$ cat src/common/scc_pkg.sv
// Package of register map, field positions, reset values and timing for the sync, clamp and clock control
package scc_pkg;

  // Register offsets
  localparam logic [7:0] REG_PHASE      = 8'h04;
  localparam logic [7:0] REG_CLAMP_DLY  = 8'h05;
  localparam logic [7:0] REG_CLAMP_DUR  = 8'h06;
  localparam logic [7:0] REG_HSYNC_CTL  = 8'h0E;
  localparam logic [7:0] REG_MODE_CTL   = 8'h0F;
  localparam logic [7:0] REG_CLOCK_CTL  = 8'h15;
  localparam logic [7:0] REG_STATUS     = 8'h20;

  // Field positions
  localparam int HSYNC_POL_BIT   = 6;
  localparam int EXT_CLAMP_BIT   = 7;
  localparam int CLAMP_POL_BIT   = 6;
  localparam int COAST_POL_BIT   = 3;
  localparam int MIDSCALE_BIT    = 2;
  localparam int EXT_CLK_SEL_BIT = 0;
  localparam int PHASE_W         = 5;

  // Reset values
  localparam logic             HSYNC_POL_RST   = 1'h0;
  localparam logic             EXT_CLAMP_RST   = 1'h0;
  localparam logic             CLAMP_POL_RST   = 1'h1;
  localparam logic             COAST_POL_RST   = 1'h1;
  localparam logic             MIDSCALE_RST    = 1'h0;
  localparam logic             EXT_CLK_SEL_RST = 1'h0;
  localparam logic [PHASE_W-1:0] PHASE_RST     = 5'h00;
  localparam logic [7:0]       CLAMP_DLY_RST   = 8'h08;
  localparam logic [7:0]       CLAMP_DUR_RST   = 8'h14;

  // Timing: internal pixel clock half period in system clocks
  localparam logic [3:0] PIX_HALF_CYCLES = 4'h4;
  // Top input rate reachable by alternate pixel sampling, in MSPS
  localparam int ALT_SAMPLE_MAX_MSPS = 410;

endpackage : scc_pkg

$ cat src/rtl/scc_sync.sv
// Two flip-flop synchroniser for a group of asynchronous pins
`timescale 1ns/100ps
module scc_sync #(
  parameter int W = 1
) (
  input  wire logic         clk,
  input  wire logic         srst,
  input  wire logic [W-1:0] async_in,
  output logic      [W-1:0] sync_out
);

  logic [W-1:0] meta;

  // First stage is read only by the second
  always_ff @(posedge clk) begin
    if (srst) begin
      meta     <= '0;
      sync_out <= '0;
    end else begin
      meta     <= async_in;
      sync_out <= meta;
    end
  end

endmodule : scc_sync

$ cat src/rtl/scc_clamp_gen.sv
// Internal clamp interval generator: delay then duration after a start pulse
`timescale 1ns/100ps
module scc_clamp_gen
  import scc_pkg::*;
(
  input  wire logic       clk,
  input  wire logic       srst,
  input  wire logic       start,
  input  wire logic [7:0] delay,
  input  wire logic [7:0] duration,
  output logic            active
);

  typedef enum logic [1:0] {CG_IDLE, CG_DELAY, CG_HOLD} scc_cg_e;

  scc_cg_e    state;
  logic [7:0] cnt;

  // Start accepted only when idle, so a stray edge cannot stretch a clamp
  always_ff @(posedge clk) begin
    if (srst) begin
      state  <= CG_IDLE;
      cnt    <= 8'h00;
      active <= 1'b0;
    end else begin
      unique case (state)
        CG_IDLE: begin
          if (start) begin
            state <= CG_DELAY;
            cnt   <= delay;
          end
        end
        CG_DELAY: begin
          if (cnt == 8'h00) begin
            state  <= (duration == 8'h00) ? CG_IDLE : CG_HOLD;
            cnt    <= duration - 8'h01;
            active <= (duration != 8'h00);
          end else begin
            cnt <= cnt - 8'h01;
          end
        end
        CG_HOLD: begin
          if (cnt == 8'h00) begin
            state  <= CG_IDLE;
            active <= 1'b0;
          end else begin
            cnt <= cnt - 8'h01;
          end
        end
      endcase
    end
  end

  property p_clamp_not_at_start;
    @(posedge clk) disable iff (srst)
      (start && state == CG_IDLE) |=> !active;
  endproperty
  a_clamp_not_at_start: assert property (p_clamp_not_at_start) else $error("clamp active right after start");

endmodule : scc_clamp_gen

$ cat src/rtl/scc_top.sv
// Sync, clamp and pixel clock control of a triple-channel graphics digitizer
//
// Local design decisions: the register offsets and the address-and-strobe port.
`timescale 1ns/100ps
module scc_top
  import scc_pkg::*;
(
  input  wire logic               sys_clk,
  input  wire logic               srst,
  input  wire logic [7:0]         reg_addr,
  input  wire logic [7:0]         reg_wr_data,
  input  wire logic               reg_wr,
  input  wire logic               reg_rd,
  output logic      [7:0]         reg_rd_data,
  input  wire logic               hsync_in,
  input  wire logic               clamp_in,
  input  wire logic               coast_in,
  input  wire logic               alt_pixel_clock_in,
  input  wire logic               sample_clock_invert,
  input  wire logic               green_embedded_sync_in,
  output logic                    clamp_active,
  output logic                    clamp_to_midscale,
  output logic                    pll_ref_edge,
  output logic                    pll_coast,
  output logic                    pixel_clock_ext_sel,
  output logic                    pixel_clock_out,
  output logic                    sample_clock_out,
  output logic                    sample_clock_inverted,
  output logic      [PHASE_W-1:0] phase_adjust,
  output logic                    composite_sync_out
);

  // Control registers
  logic               hsync_pol;
  logic               ext_clamp_en;
  logic               clamp_pol;
  logic               coast_pol;
  logic               midscale_sel;
  logic               ext_clk_sel;
  logic [PHASE_W-1:0] phase_reg;
  logic [7:0]         clamp_dly;
  logic [7:0]         clamp_dur;

  // Synchronised pins
  logic [5:0] pins_s;
  logic       hs_s;
  logic       clamp_s;
  logic       coast_s;
  logic       ext_s;
  logic       inv_s;
  logic       sog_s;
  logic       hs_prev;
  logic [2:0] edge_arm;

  // Derived
  logic       lead_edge;
  logic       trail_edge;
  logic       coast_act;
  logic       ext_clamp_act;
  logic       gen_active;
  logic       int_clk;
  logic [3:0] div_cnt;
  logic       next_pix;

  // All six asynchronous pins pass two flops before use; the register port is used directly
  scc_sync #(
    .W (6)
  ) u_sync (
    .clk      (sys_clk),
    .srst     (srst),
    .async_in ({hsync_in, clamp_in, coast_in, alt_pixel_clock_in,
                sample_clock_invert, green_embedded_sync_in}),
    .sync_out (pins_s)
  );

  assign {hs_s, clamp_s, coast_s, ext_s, inv_s, sog_s} = pins_s;

  // Register writes
  always_ff @(posedge sys_clk) begin
    if (srst) begin
      hsync_pol    <= HSYNC_POL_RST;
      ext_clamp_en <= EXT_CLAMP_RST;
      clamp_pol    <= CLAMP_POL_RST;
      coast_pol    <= COAST_POL_RST;
      midscale_sel <= MIDSCALE_RST;
      ext_clk_sel  <= EXT_CLK_SEL_RST;
      phase_reg    <= PHASE_RST;
      clamp_dly    <= CLAMP_DLY_RST;
      clamp_dur    <= CLAMP_DUR_RST;
    end else if (reg_wr) begin
      unique case (reg_addr)
        REG_PHASE:     phase_reg <= reg_wr_data[PHASE_W-1:0];
        REG_CLAMP_DLY: clamp_dly <= reg_wr_data;
        REG_CLAMP_DUR: clamp_dur <= reg_wr_data;
        REG_HSYNC_CTL: hsync_pol <= reg_wr_data[HSYNC_POL_BIT];
        REG_MODE_CTL: begin
          ext_clamp_en <= reg_wr_data[EXT_CLAMP_BIT];
          clamp_pol    <= reg_wr_data[CLAMP_POL_BIT];
          coast_pol    <= reg_wr_data[COAST_POL_BIT];
          midscale_sel <= reg_wr_data[MIDSCALE_BIT];
        end
        REG_CLOCK_CTL: ext_clk_sel <= reg_wr_data[EXT_CLK_SEL_BIT];
        default: ;
      endcase
    end
  end

  // Read data one cycle after the strobe; unmapped addresses read zero
  always_ff @(posedge sys_clk) begin
    if (srst) begin
      reg_rd_data <= 8'h00;
    end else if (reg_rd) begin
      unique case (reg_addr)
        REG_PHASE:     reg_rd_data <= {{(8-PHASE_W){1'b0}}, phase_reg};
        REG_CLAMP_DLY: reg_rd_data <= clamp_dly;
        REG_CLAMP_DUR: reg_rd_data <= clamp_dur;
        REG_HSYNC_CTL: reg_rd_data <= 8'({hsync_pol, 6'h00});
        REG_MODE_CTL:  reg_rd_data <= {ext_clamp_en, clamp_pol, 2'h0, coast_pol, midscale_sel, 2'h0};
        REG_CLOCK_CTL: reg_rd_data <= {7'h00, ext_clk_sel};
        REG_STATUS:    reg_rd_data <= {2'h0, inv_s, ext_clk_sel, composite_sync_out,
                                       hs_s, pll_coast, clamp_active};
        default:       reg_rd_data <= 8'h00;
      endcase
    end else begin
      reg_rd_data <= 8'h00;
    end
  end

  // Previous hsync level for edge detection
  always_ff @(posedge sys_clk) begin
    if (srst) begin
      hs_prev <= 1'b0;
    end else begin
      hs_prev <= hs_s;
    end
  end

  // Edge detection waits until the synchroniser and hs_prev both hold real pin levels.
  // Otherwise an idle-high pin climbing from the reset zero would look like an edge.
  always_ff @(posedge sys_clk) begin
    if (srst) begin
      edge_arm <= 3'h0;
    end else begin
      edge_arm <= {edge_arm[1:0], 1'b1};
    end
  end

  // Leading edge: falling when polarity 0, rising when 1; trailing is the other
  assign lead_edge     = edge_arm[2] && (hs_prev != hs_s) && (hs_s == hsync_pol);
  assign trail_edge    = edge_arm[2] && (hs_prev != hs_s) && (hs_s != hsync_pol);
  assign coast_act     = (coast_s == coast_pol);
  assign ext_clamp_act = (clamp_s == clamp_pol);

  scc_clamp_gen u_clamp_gen (
    .clk      (sys_clk),
    .srst     (srst),
    .start    (trail_edge),
    .delay    (clamp_dly),
    .duration (clamp_dur),
    .active   (gen_active)
  );

  // Clamp source select; the pin is ignored unless enabled
  always_ff @(posedge sys_clk) begin
    if (srst) begin
      clamp_active      <= 1'b0;
      clamp_to_midscale <= MIDSCALE_RST;
    end else begin
      clamp_active      <= ext_clamp_en ? ext_clamp_act : gen_active;
      clamp_to_midscale <= midscale_sel;
    end
  end

  // Reference edge to the clock generator, held back while coasting
  always_ff @(posedge sys_clk) begin
    if (srst) begin
      pll_ref_edge <= 1'b0;
      pll_coast    <= 1'b0;
    end else begin
      pll_ref_edge <= lead_edge && !coast_act;
      pll_coast    <= coast_act;
    end
  end

  // Internal pixel clock: realigned on each leading edge, free running in coast
  always_ff @(posedge sys_clk) begin
    if (srst) begin
      div_cnt <= 4'h0;
      int_clk <= 1'b0;
    end else if (lead_edge && !coast_act) begin
      div_cnt <= 4'h0;
      int_clk <= 1'b1;
    end else if (div_cnt == PIX_HALF_CYCLES - 4'h1) begin
      div_cnt <= 4'h0;
      int_clk <= !int_clk;
    end else begin
      div_cnt <= div_cnt + 4'h1;
    end
  end

  // External clock replaces the internal one; nothing else changes
  assign next_pix = ext_clk_sel ? ext_s : int_clk;

  // Sampling clock; inversion is a half period shift, toggled per frame for alternate pixels
  always_ff @(posedge sys_clk) begin
    if (srst) begin
      pixel_clock_out       <= 1'b0;
      sample_clock_out      <= 1'b0;
      sample_clock_inverted <= 1'b0;
      pixel_clock_ext_sel   <= EXT_CLK_SEL_RST;
    end else begin
      pixel_clock_out       <= next_pix;
      sample_clock_out      <= next_pix ^ inv_s;
      sample_clock_inverted <= inv_s;
      pixel_clock_ext_sel   <= ext_clk_sel;
    end
  end

  // Phase adjust passes through in both clock modes
  always_ff @(posedge sys_clk) begin
    if (srst) begin
      phase_adjust <= PHASE_RST;
    end else begin
      phase_adjust <= phase_reg;
    end
  end

  // Composite sync: comparator result, same sense
  always_ff @(posedge sys_clk) begin
    if (srst) begin
      composite_sync_out <= 1'b0;
    end else begin
      composite_sync_out <= sog_s;
    end
  end

  property p_ext_clamp;
    @(posedge sys_clk) disable iff (srst)
      ext_clamp_en |=> clamp_active == ($past(clamp_s) == $past(clamp_pol));
  endproperty
  a_ext_clamp: assert property (p_ext_clamp) else $error("external clamp not followed");

  property p_int_clamp;
    @(posedge sys_clk) disable iff (srst)
      !ext_clamp_en |=> clamp_active == $past(gen_active);
  endproperty
  a_int_clamp: assert property (p_int_clamp) else $error("clamp pin not ignored");

  property p_midscale;
    @(posedge sys_clk) disable iff (srst)
      1'b1 |=> clamp_to_midscale == $past(midscale_sel);
  endproperty
  a_midscale: assert property (p_midscale) else $error("clamp level wrong");

  property p_coast_blocks;
    @(posedge sys_clk) disable iff (srst)
      pll_coast |-> !pll_ref_edge;
  endproperty
  a_coast_blocks: assert property (p_coast_blocks) else $error("reference edge during coast");

  property p_coast_sense;
    @(posedge sys_clk) disable iff (srst)
      1'b1 |=> pll_coast == ($past(coast_s) == $past(coast_pol));
  endproperty
  a_coast_sense: assert property (p_coast_sense) else $error("coast sense wrong");

  property p_ext_clock;
    @(posedge sys_clk) disable iff (srst)
      ext_clk_sel |=> pixel_clock_out == $past(ext_s) && pixel_clock_ext_sel;
  endproperty
  a_ext_clock: assert property (p_ext_clock) else $error("external clock not used");

  property p_phase;
    @(posedge sys_clk) disable iff (srst)
      ext_clk_sel |=> phase_adjust == $past(phase_reg);
  endproperty
  a_phase: assert property (p_phase) else $error("phase adjust stalled");

  property p_invert;
    @(posedge sys_clk) disable iff (srst)
      sample_clock_out == (pixel_clock_out ^ sample_clock_inverted);
  endproperty
  a_invert: assert property (p_invert) else $error("sample clock inversion wrong");

  property p_csync;
    @(posedge sys_clk) disable iff (srst)
      1'b1 |=> composite_sync_out == $past(sog_s);
  endproperty
  a_csync: assert property (p_csync) else $error("composite sync inverted or late");

  property p_lead_edge;
    @(posedge sys_clk) disable iff (srst)
      pll_ref_edge |-> $past(hs_s) != $past(hs_prev) && $past(hs_s) == $past(hsync_pol);
  endproperty
  a_lead_edge: assert property (p_lead_edge) else $error("wrong hsync edge used");

endmodule : scc_top

$ cat config.mk
export PLATFORM = sky130hd
export DESIGN_NAME = scc_top
export DESIGN_NICKNAME = d
export VERILOG_FILES = /design/src/common/scc_pkg.sv /design/src/rtl/scc_sync.sv /design/src/rtl/scc_clamp_gen.sv /design/src/rtl/scc_top.sv
export SDC_FILE = /design/constraint.sdc
export NUM_CORES = 1
export LEC_CHECK = 0
export BUFFER_PORTS_ARGS = -buffer_cell sky130_fd_sc_hd__buf_2
export CORE_ASPECT_RATIO = 1.4
export CORE_MARGIN = 2
export CORE_UTILIZATION = 64
export CTS_BUF_LIST = sky130_fd_sc_hd__clkbuf_4 sky130_fd_sc_hd__clkbuf_8
export CTS_CLUSTER_DIAMETER = 40
export DETAILED_ROUTE_END_ITERATION = 10
export PLACE_DENSITY = 0.88
export SLEW_MARGIN = 20
export SYNTH_ARGS = -nofsm -noshare
export SYNTH_HDL_FRONTEND = slang
export SYNTH_SLANG_ARGS = --single-unit
$ cat constraint.sdc
create_clock -name sys_clk -period 3.3 [get_ports sys_clk]
set_input_delay 0.825 -clock sys_clk [delete_from_list [all_inputs] [get_ports sys_clk]]
set_output_delay 0.825 -clock sys_clk [all_outputs]
set_load 0.005 [all_outputs]
# ---- Word-level counts from Yosys, hierarchy flattened
# Cells that the tools add are included.
dict set report classes {
  n_eq_ne 19
  bitwise_logic 2
  n_addsub 3
  n_reduce_logical 23
  n_mux 18
}
# cell count
set ops {}
lappend ops {{8-bit one-hot mux with 7 select lines} 1}
lappend ops {{8-bit by 3-bit == test with 1-bit output (second input constant)} 3}
lappend ops {{8-bit two-way mux} 3}
lappend ops {{8-bit one-hot mux with 3 select lines} 1}
lappend ops {{8-bit by 4-bit == test with 1-bit output (second input constant)} 2}
lappend ops {{8-bit logical NOT} 2}
lappend ops {{8-bit by 1-bit subtractor with 8-bit output (second input constant)} 2}
lappend ops {{2-bit AND reduction} 7}
lappend ops {{8-bit by 5-bit == test with 1-bit output (second input constant)} 1}
lappend ops {{8-bit by 6-bit == test with 1-bit output (second input constant)} 1}
lappend ops {{2-bit two-way mux} 4}
lappend ops {{8-bit nonzero test} 1}
lappend ops {{1-bit two-way mux} 7}
lappend ops {{2-bit one-hot mux with 3 select lines} 1}
lappend ops {{3-bit AND reduction} 2}
lappend ops {{4-bit by 1-bit adder with 4-bit output (second input constant)} 1}
lappend ops {{4-bit by 2-bit == test with 1-bit output (second input constant)} 1}
lappend ops {{1-bit logical AND} 4}
lappend ops {{2-bit by 1-bit inequality test with 1-bit output (second input constant)} 2}
lappend ops {{2-bit inequality test (second input constant)} 2}
lappend ops {{2-bit nonzero test} 2}
lappend ops {{1-bit == test} 3}
lappend ops {{3-bit OR reduction} 1}
lappend ops {{2-bit by 1-bit == test with 1-bit output (second input constant)} 1}
lappend ops {{8 further kinds} 10}
dict set report totals {
  reg_bits 81
  word_cells 95
  in_bits 26
}

# ---- Longest topological paths before layout
dict set report logic_depth {
  ltp_word 5
  depth_mapped 8
  mapped_depth_nobuf 7
}

# ---- Hierarchy
# A second synthesis with hierarchy kept.
dict set report hier_totals {
  cells_unflattened 396
  hier_area_um2 3714.8
}
# module seq_area_each_um2 n_inst cells_per_inst area_per_inst_um2
set by_module_without_submodules {}
lappend by_module_without_submodules {scc_top 1161.1 1 242 2338.5}
lappend by_module_without_submodules {scc_clamp_gen 220.2 1 129 1009.7}
lappend by_module_without_submodules {scc_sync 240.2 1 25 366.6}

# ---- Least setup slack after synthesis
# No wires, ideal clock.
dict set report synth_timing {
  path_kind {input-to-reg}
  startpoint {in reg_addr[7]}
  endpoint {reg clamp_dur[0]}
  path_buffers 1
  setup_ps 128
  cell_stages 6
  arrival_ps 2298
  slack_ps 874
  required_ps 3172
  cell_sequence {or2_2 -> clkbuf_1 -> or4_1 -> nor2_4 -> mux2i_1 -> nor2_1}
}
dict set report synth_between {
  elab_chain_cells 2
}
# element line_no
set synth_rtl {}
lappend synth_rtl {{from (decl)} scc_top.sv:10} ;# input wire logic [7:0] reg_addr,
lappend synth_rtl {{8-bit by 3-bit == test with 1-bit output} scc_top.sv:91} ;# unique case (reg_addr)
lappend synth_rtl {{2-bit AND reduction (no source line)} n/a}
lappend synth_rtl {{to (signal assigned)} scc_top.sv:94} ;# REG_CLAMP_DUR: clamp_dur <= reg_wr_data;
lappend synth_rtl {{to (decl)} scc_top.sv:42} ;# logic [7:0] clamp_dur;
# No other way between the ends.
# A chain may end at the register's enable or synchronous reset.

# ---- Final worst setup path
dict set report layout_timing {
  startpoint {in reg_addr[3]}
  endpoint {reg reg_rd_data[6]}
}
dict set report layout_between {
  elab_chain_cells 2
  elab_cells_between_ends 8
  cone_classes {eq/ne (7); mux (1)}
}
# element line_no
set layout_rtl {}
lappend layout_rtl {{8-bit by 6-bit == test with 1-bit output (tied with other cells)} scc_top.sv:113} ;# unique case (reg_addr)
lappend layout_rtl {{8-bit one-hot mux with 7 select lines *} scc_top.sv:113}
lappend layout_rtl {{to (signal assigned)} scc_top.sv:114} ;# REG_PHASE: reg_rd_data <= {{(8-PHASE_W){1'b0}}, phase_reg};
lappend layout_rtl {{to (signal assigned)} scc_top.sv:115} ;# REG_CLAMP_DLY: reg_rd_data <= clamp_dly;
lappend layout_rtl {{to (signal assigned)} scc_top.sv:116} ;# REG_CLAMP_DUR: reg_rd_data <= clamp_dur;
lappend layout_rtl {{to (decl)} scc_top.sv:14} ;# output logic [7:0] reg_rd_data,
# Mark *: on every way between the ends. The rest lies on a longest branch, timed or not.

==> impl_results.md <==
- Starting Density: approximately two thirds
- Seq cells post-synth: 81
- Critical Path End Type: flop
- Async SR Flop Fraction: 0%
- Clock Pin Slew Worst Setup and Hold Paths: roughly 0.080 ns
- CTS Buf Count: 9
- Clock root cell: clkbuf_8
- Worst vdd ir: between 0.0004 and 0.0005 V
- Non-Filler Instances: roughly 500
- Reg2reg setup slack: between 1 and 1.5 ns
- Buffers added on ports: 47
- Setup TNS: 0 ns
- Outcome: finished, final reports clean
- Worst-Margin Slew: around 0.86 ns
- Metal2 WL: 4440 um
- Clock power frac: ~36%
- Leakage Power: 1.68 nW
- HP Class: flop to flop
- Reg2reg start: u_clamp_gen.cnt[0]$_SDFFE_PP0P_
- Synth unique cells: 55
- CTS sink count: just over 80
- CP Launch Type: input port
- Syn Std Cell Area: approximately 3600 um^2
- Syn_nets: between 400 and 500
- # setup viols final: 0
- Total die area: just over 6000 um^2
- Fillers: between 400 and 500
- Period utilisation layout: a little over two thirds
- P_sw: between 0.0006 and 0.0007 W
- Final Max Tran Viols: 0
- FF/Latch Area: 1620 um^2
- Final Hold Vio Count: 0
- Worst r2r dst: u_clamp_gen.cnt[7]$_SDFFE_PP0P_
- Sequential power share: 46.9%
- Layout cells sized above 1: a little under a fifth
- Htree depth: 3
- Initial antenna violation count: 0
- Vias in the first global route: slightly below 3000
- Highest net fanout along the worst path: 8
- Relative slew margins: 42.9%
- Highest Clock Rate: approximately 430 MHz
- Unrepaired setup endpoints after global routing: no
- Inst Count DP: about 490
- Top layer in use: met4
- Int Power: 0.00162 W
- Final Critical Period: 2.34 ns
- Pre-antenna DRT Iters: 7
- Syn Area/Cell: 9.25 um^2
- Initial DRC Count: just over 200
- R2R cell count: 7
- Cts hold-fix bufs: 0
- Via density: just under 6
- Synth warn: 0
- Area grow syn2layout: 13.9%
- Worst setup path endpoint: reg_rd_data[6]$_SDFF_PP0_
- Deepest clock path buffer count: 2
- Antenna cells: 0
- Final #Nets: 463
- Overflow after GRT: 0
- Layout Skew: 0.0100 ns
- CP Class: input port to flop
- Die H: about 92 um
- Via count: a little under 3000
- Prevailing post-synth register cell: dfxtp_1
- Largest net degree at the start of global routing: 27
- Pwr dens: 551 nW/um^2
- Critical path arrival: around 2.6 ns
- Comb pwr share: approximately 17%
- First-pass GRT wire length: ~14000 um
- I/O pin cnt: 48
- GRT Util Overall: approximately 30%
- GP Congestion: ~0.9
- Area of the multi-input gates: ~1800 um^2
- Antenna Violating Nets Remaining: 0
- Post-CTS sizing: 0
- Post-synthesis sequential area ratio: a little under half
- DR WL met3: 439 um
- Core region area: around 5400 um^2
- DRT Wirelength: ~8500 um
- Die width: around 67 um
- Syn Inst Count: a little under 400
- DRC Markers: 0
- Setup crit start: reg_addr[3]
- Post-CTS Setup Repair Bufs: 0
- Routed length per placed instance: around 17 um
- Worst skew pair latency: 0.36 ns
- Post-synth EDFFs: 0
- CP required: between 3 and 4 ns
- M1 WL: ~3300 um
- CTS tree: built
- Total of max-cap violations: 0
- Sw Share: 27.7%
- Row count: 32
- Hpwl dp: 6180 um
[cell usage in the layout (no fill, tap or decap), types with 4 or more instances in the layout]
master,synthesis,routed
a21oi_1,13,13
mux2i_1,30,30
buf_4,0,5
nand2_1,24,24
a22oi_1,5,5
nand3_1,17,17
buf_2,1,47
inv_1,13,13
xor2_1,7,7
dfxtp_1,81,81
or3_1,4,4
nor3_1,7,7
clkbuf_8,0,10
a31oi_1,7,7
xnor2_1,7,7
nor2b_1,24,24
o21ai_0,12,12
ha_1,7,7
o211ai_1,4,4
nor2_1,50,50
[stage by stage]
stage	instance area [um^2]	total power (W)	setup WS [ns]	utilization (%)	hold slack [ns]
final	4060	0.00223	0.963	74.5	0.435
after global routing	4060	0.00232	0.884	74.5	0.459
after CTS	4060	0.00224	0.990	74.5	0.439
after detailed placement	3830	0.00144	0.638	70.4	0.427
after global placement	3830	0.00143	0.696	70.4	0.419
after floorplan	3560	0.00138	0.874	-	0.414
[layer usage]
metal  up-vias  track usage, %
met4         0            18.5
met3        30            7.24
li1       1439               -
met2       101            49.9
met1      1405            33.3
met5         -               0
[how the worst min path moves through the flow]
stage	endpoint	start	slack, ns	depth (start not counted)
after detailed placement	edge_arm[2]$_SDFF_PP0_	edge_arm[1]$_SDFF_PP0_	0.43	1
after CTS	u_sync.sync_out[1]$_SDFF_PP0_	u_sync.meta[1]$_SDFF_PP0_	0.44	1
after floorplan	composite_sync_out$_SDFF_PP0_	u_sync.sync_out[0]$_SDFF_PP0_	0.41	1
after global placement	u_sync.sync_out[5]$_SDFF_PP0_	u_sync.meta[5]$_SDFF_PP0_	0.42	1
after global routing	u_sync.sync_out[2]$_SDFF_PP0_	u_sync.meta[2]$_SDFF_PP0_	0.46	1
final	u_sync.sync_out[1]$_SDFF_PP0_	u_sync.meta[1]$_SDFF_PP0_	0.43	1
[cells by family (layout without fill, tap and decap cells)]
kind of cell | count (synthesis) | count (layout) | share of synthesized area [%]
simple gates | 155 | 155 | 23.3
flops | 81 | 81 | 45.5
xor+xnor | 14 | 14 | 3.44
compound gates | 66 | 66 | 12.8
fa+ha+maj | 7 | 7 | 2.46
mux | 31 | 31 | 8.75
buf+inv | 31 | 80 | 3.72
[worst max-delay path, cell delays in order]
cell     delay (ns)
buf_2          0.17
or2_2          0.36
nor4b_4        0.47
o21ai_0        0.15
a211o_1        0.44
a21oi_1        0.20
[power groups by stage]
| stage | Sequential (W) | Combinational, W | Clock (W) |
|---|---|---|---|
| finish | 0.00105 | 0.000381 | 0.000806 |
| global route | 0.00105 | 0.000419 | 0.000853 |
| CTS | 0.00105 | 0.000377 | 0.000814 |
| detailed placement | 0.00107 | 0.000374 | 0 |
| global placement | 0.00107 | 0.000367 | 0 |
| floorplan | 0.00106 | 0.000318 | 0 |
[synthesized netlist by cell type (all sizes together), types with 5 or more instances]
cell,number,area (um^2)
dfxtp,81,1620
nor2,52,210
mux2i,30,300
nand2,24,90.1
nor2b,24,150
nand3,17,85.1
a21oi,14,81.3
clkbuf,14,52.6
inv,13,48.8
o21ai,13,65.1
nor3,8,51.3
a31oi,7,43.8
ha,7,87.6
xnor2,7,61.3
xor2,7,61.3
a22oi,5,37.5
or3,5,32.5
[layout make-up]
type,instances,area share [%]
Timing Repair Buffer,52,6.72
Clock inverter,4,1.88
Clock buffer,11,3.58
Multi-Input combinational cell,273,44.5
Inverter,13,1.20
Sequential cell,81,40.0
Tap cell,68,2.10
No activity file was read; power rests on OpenSTA's default activity.
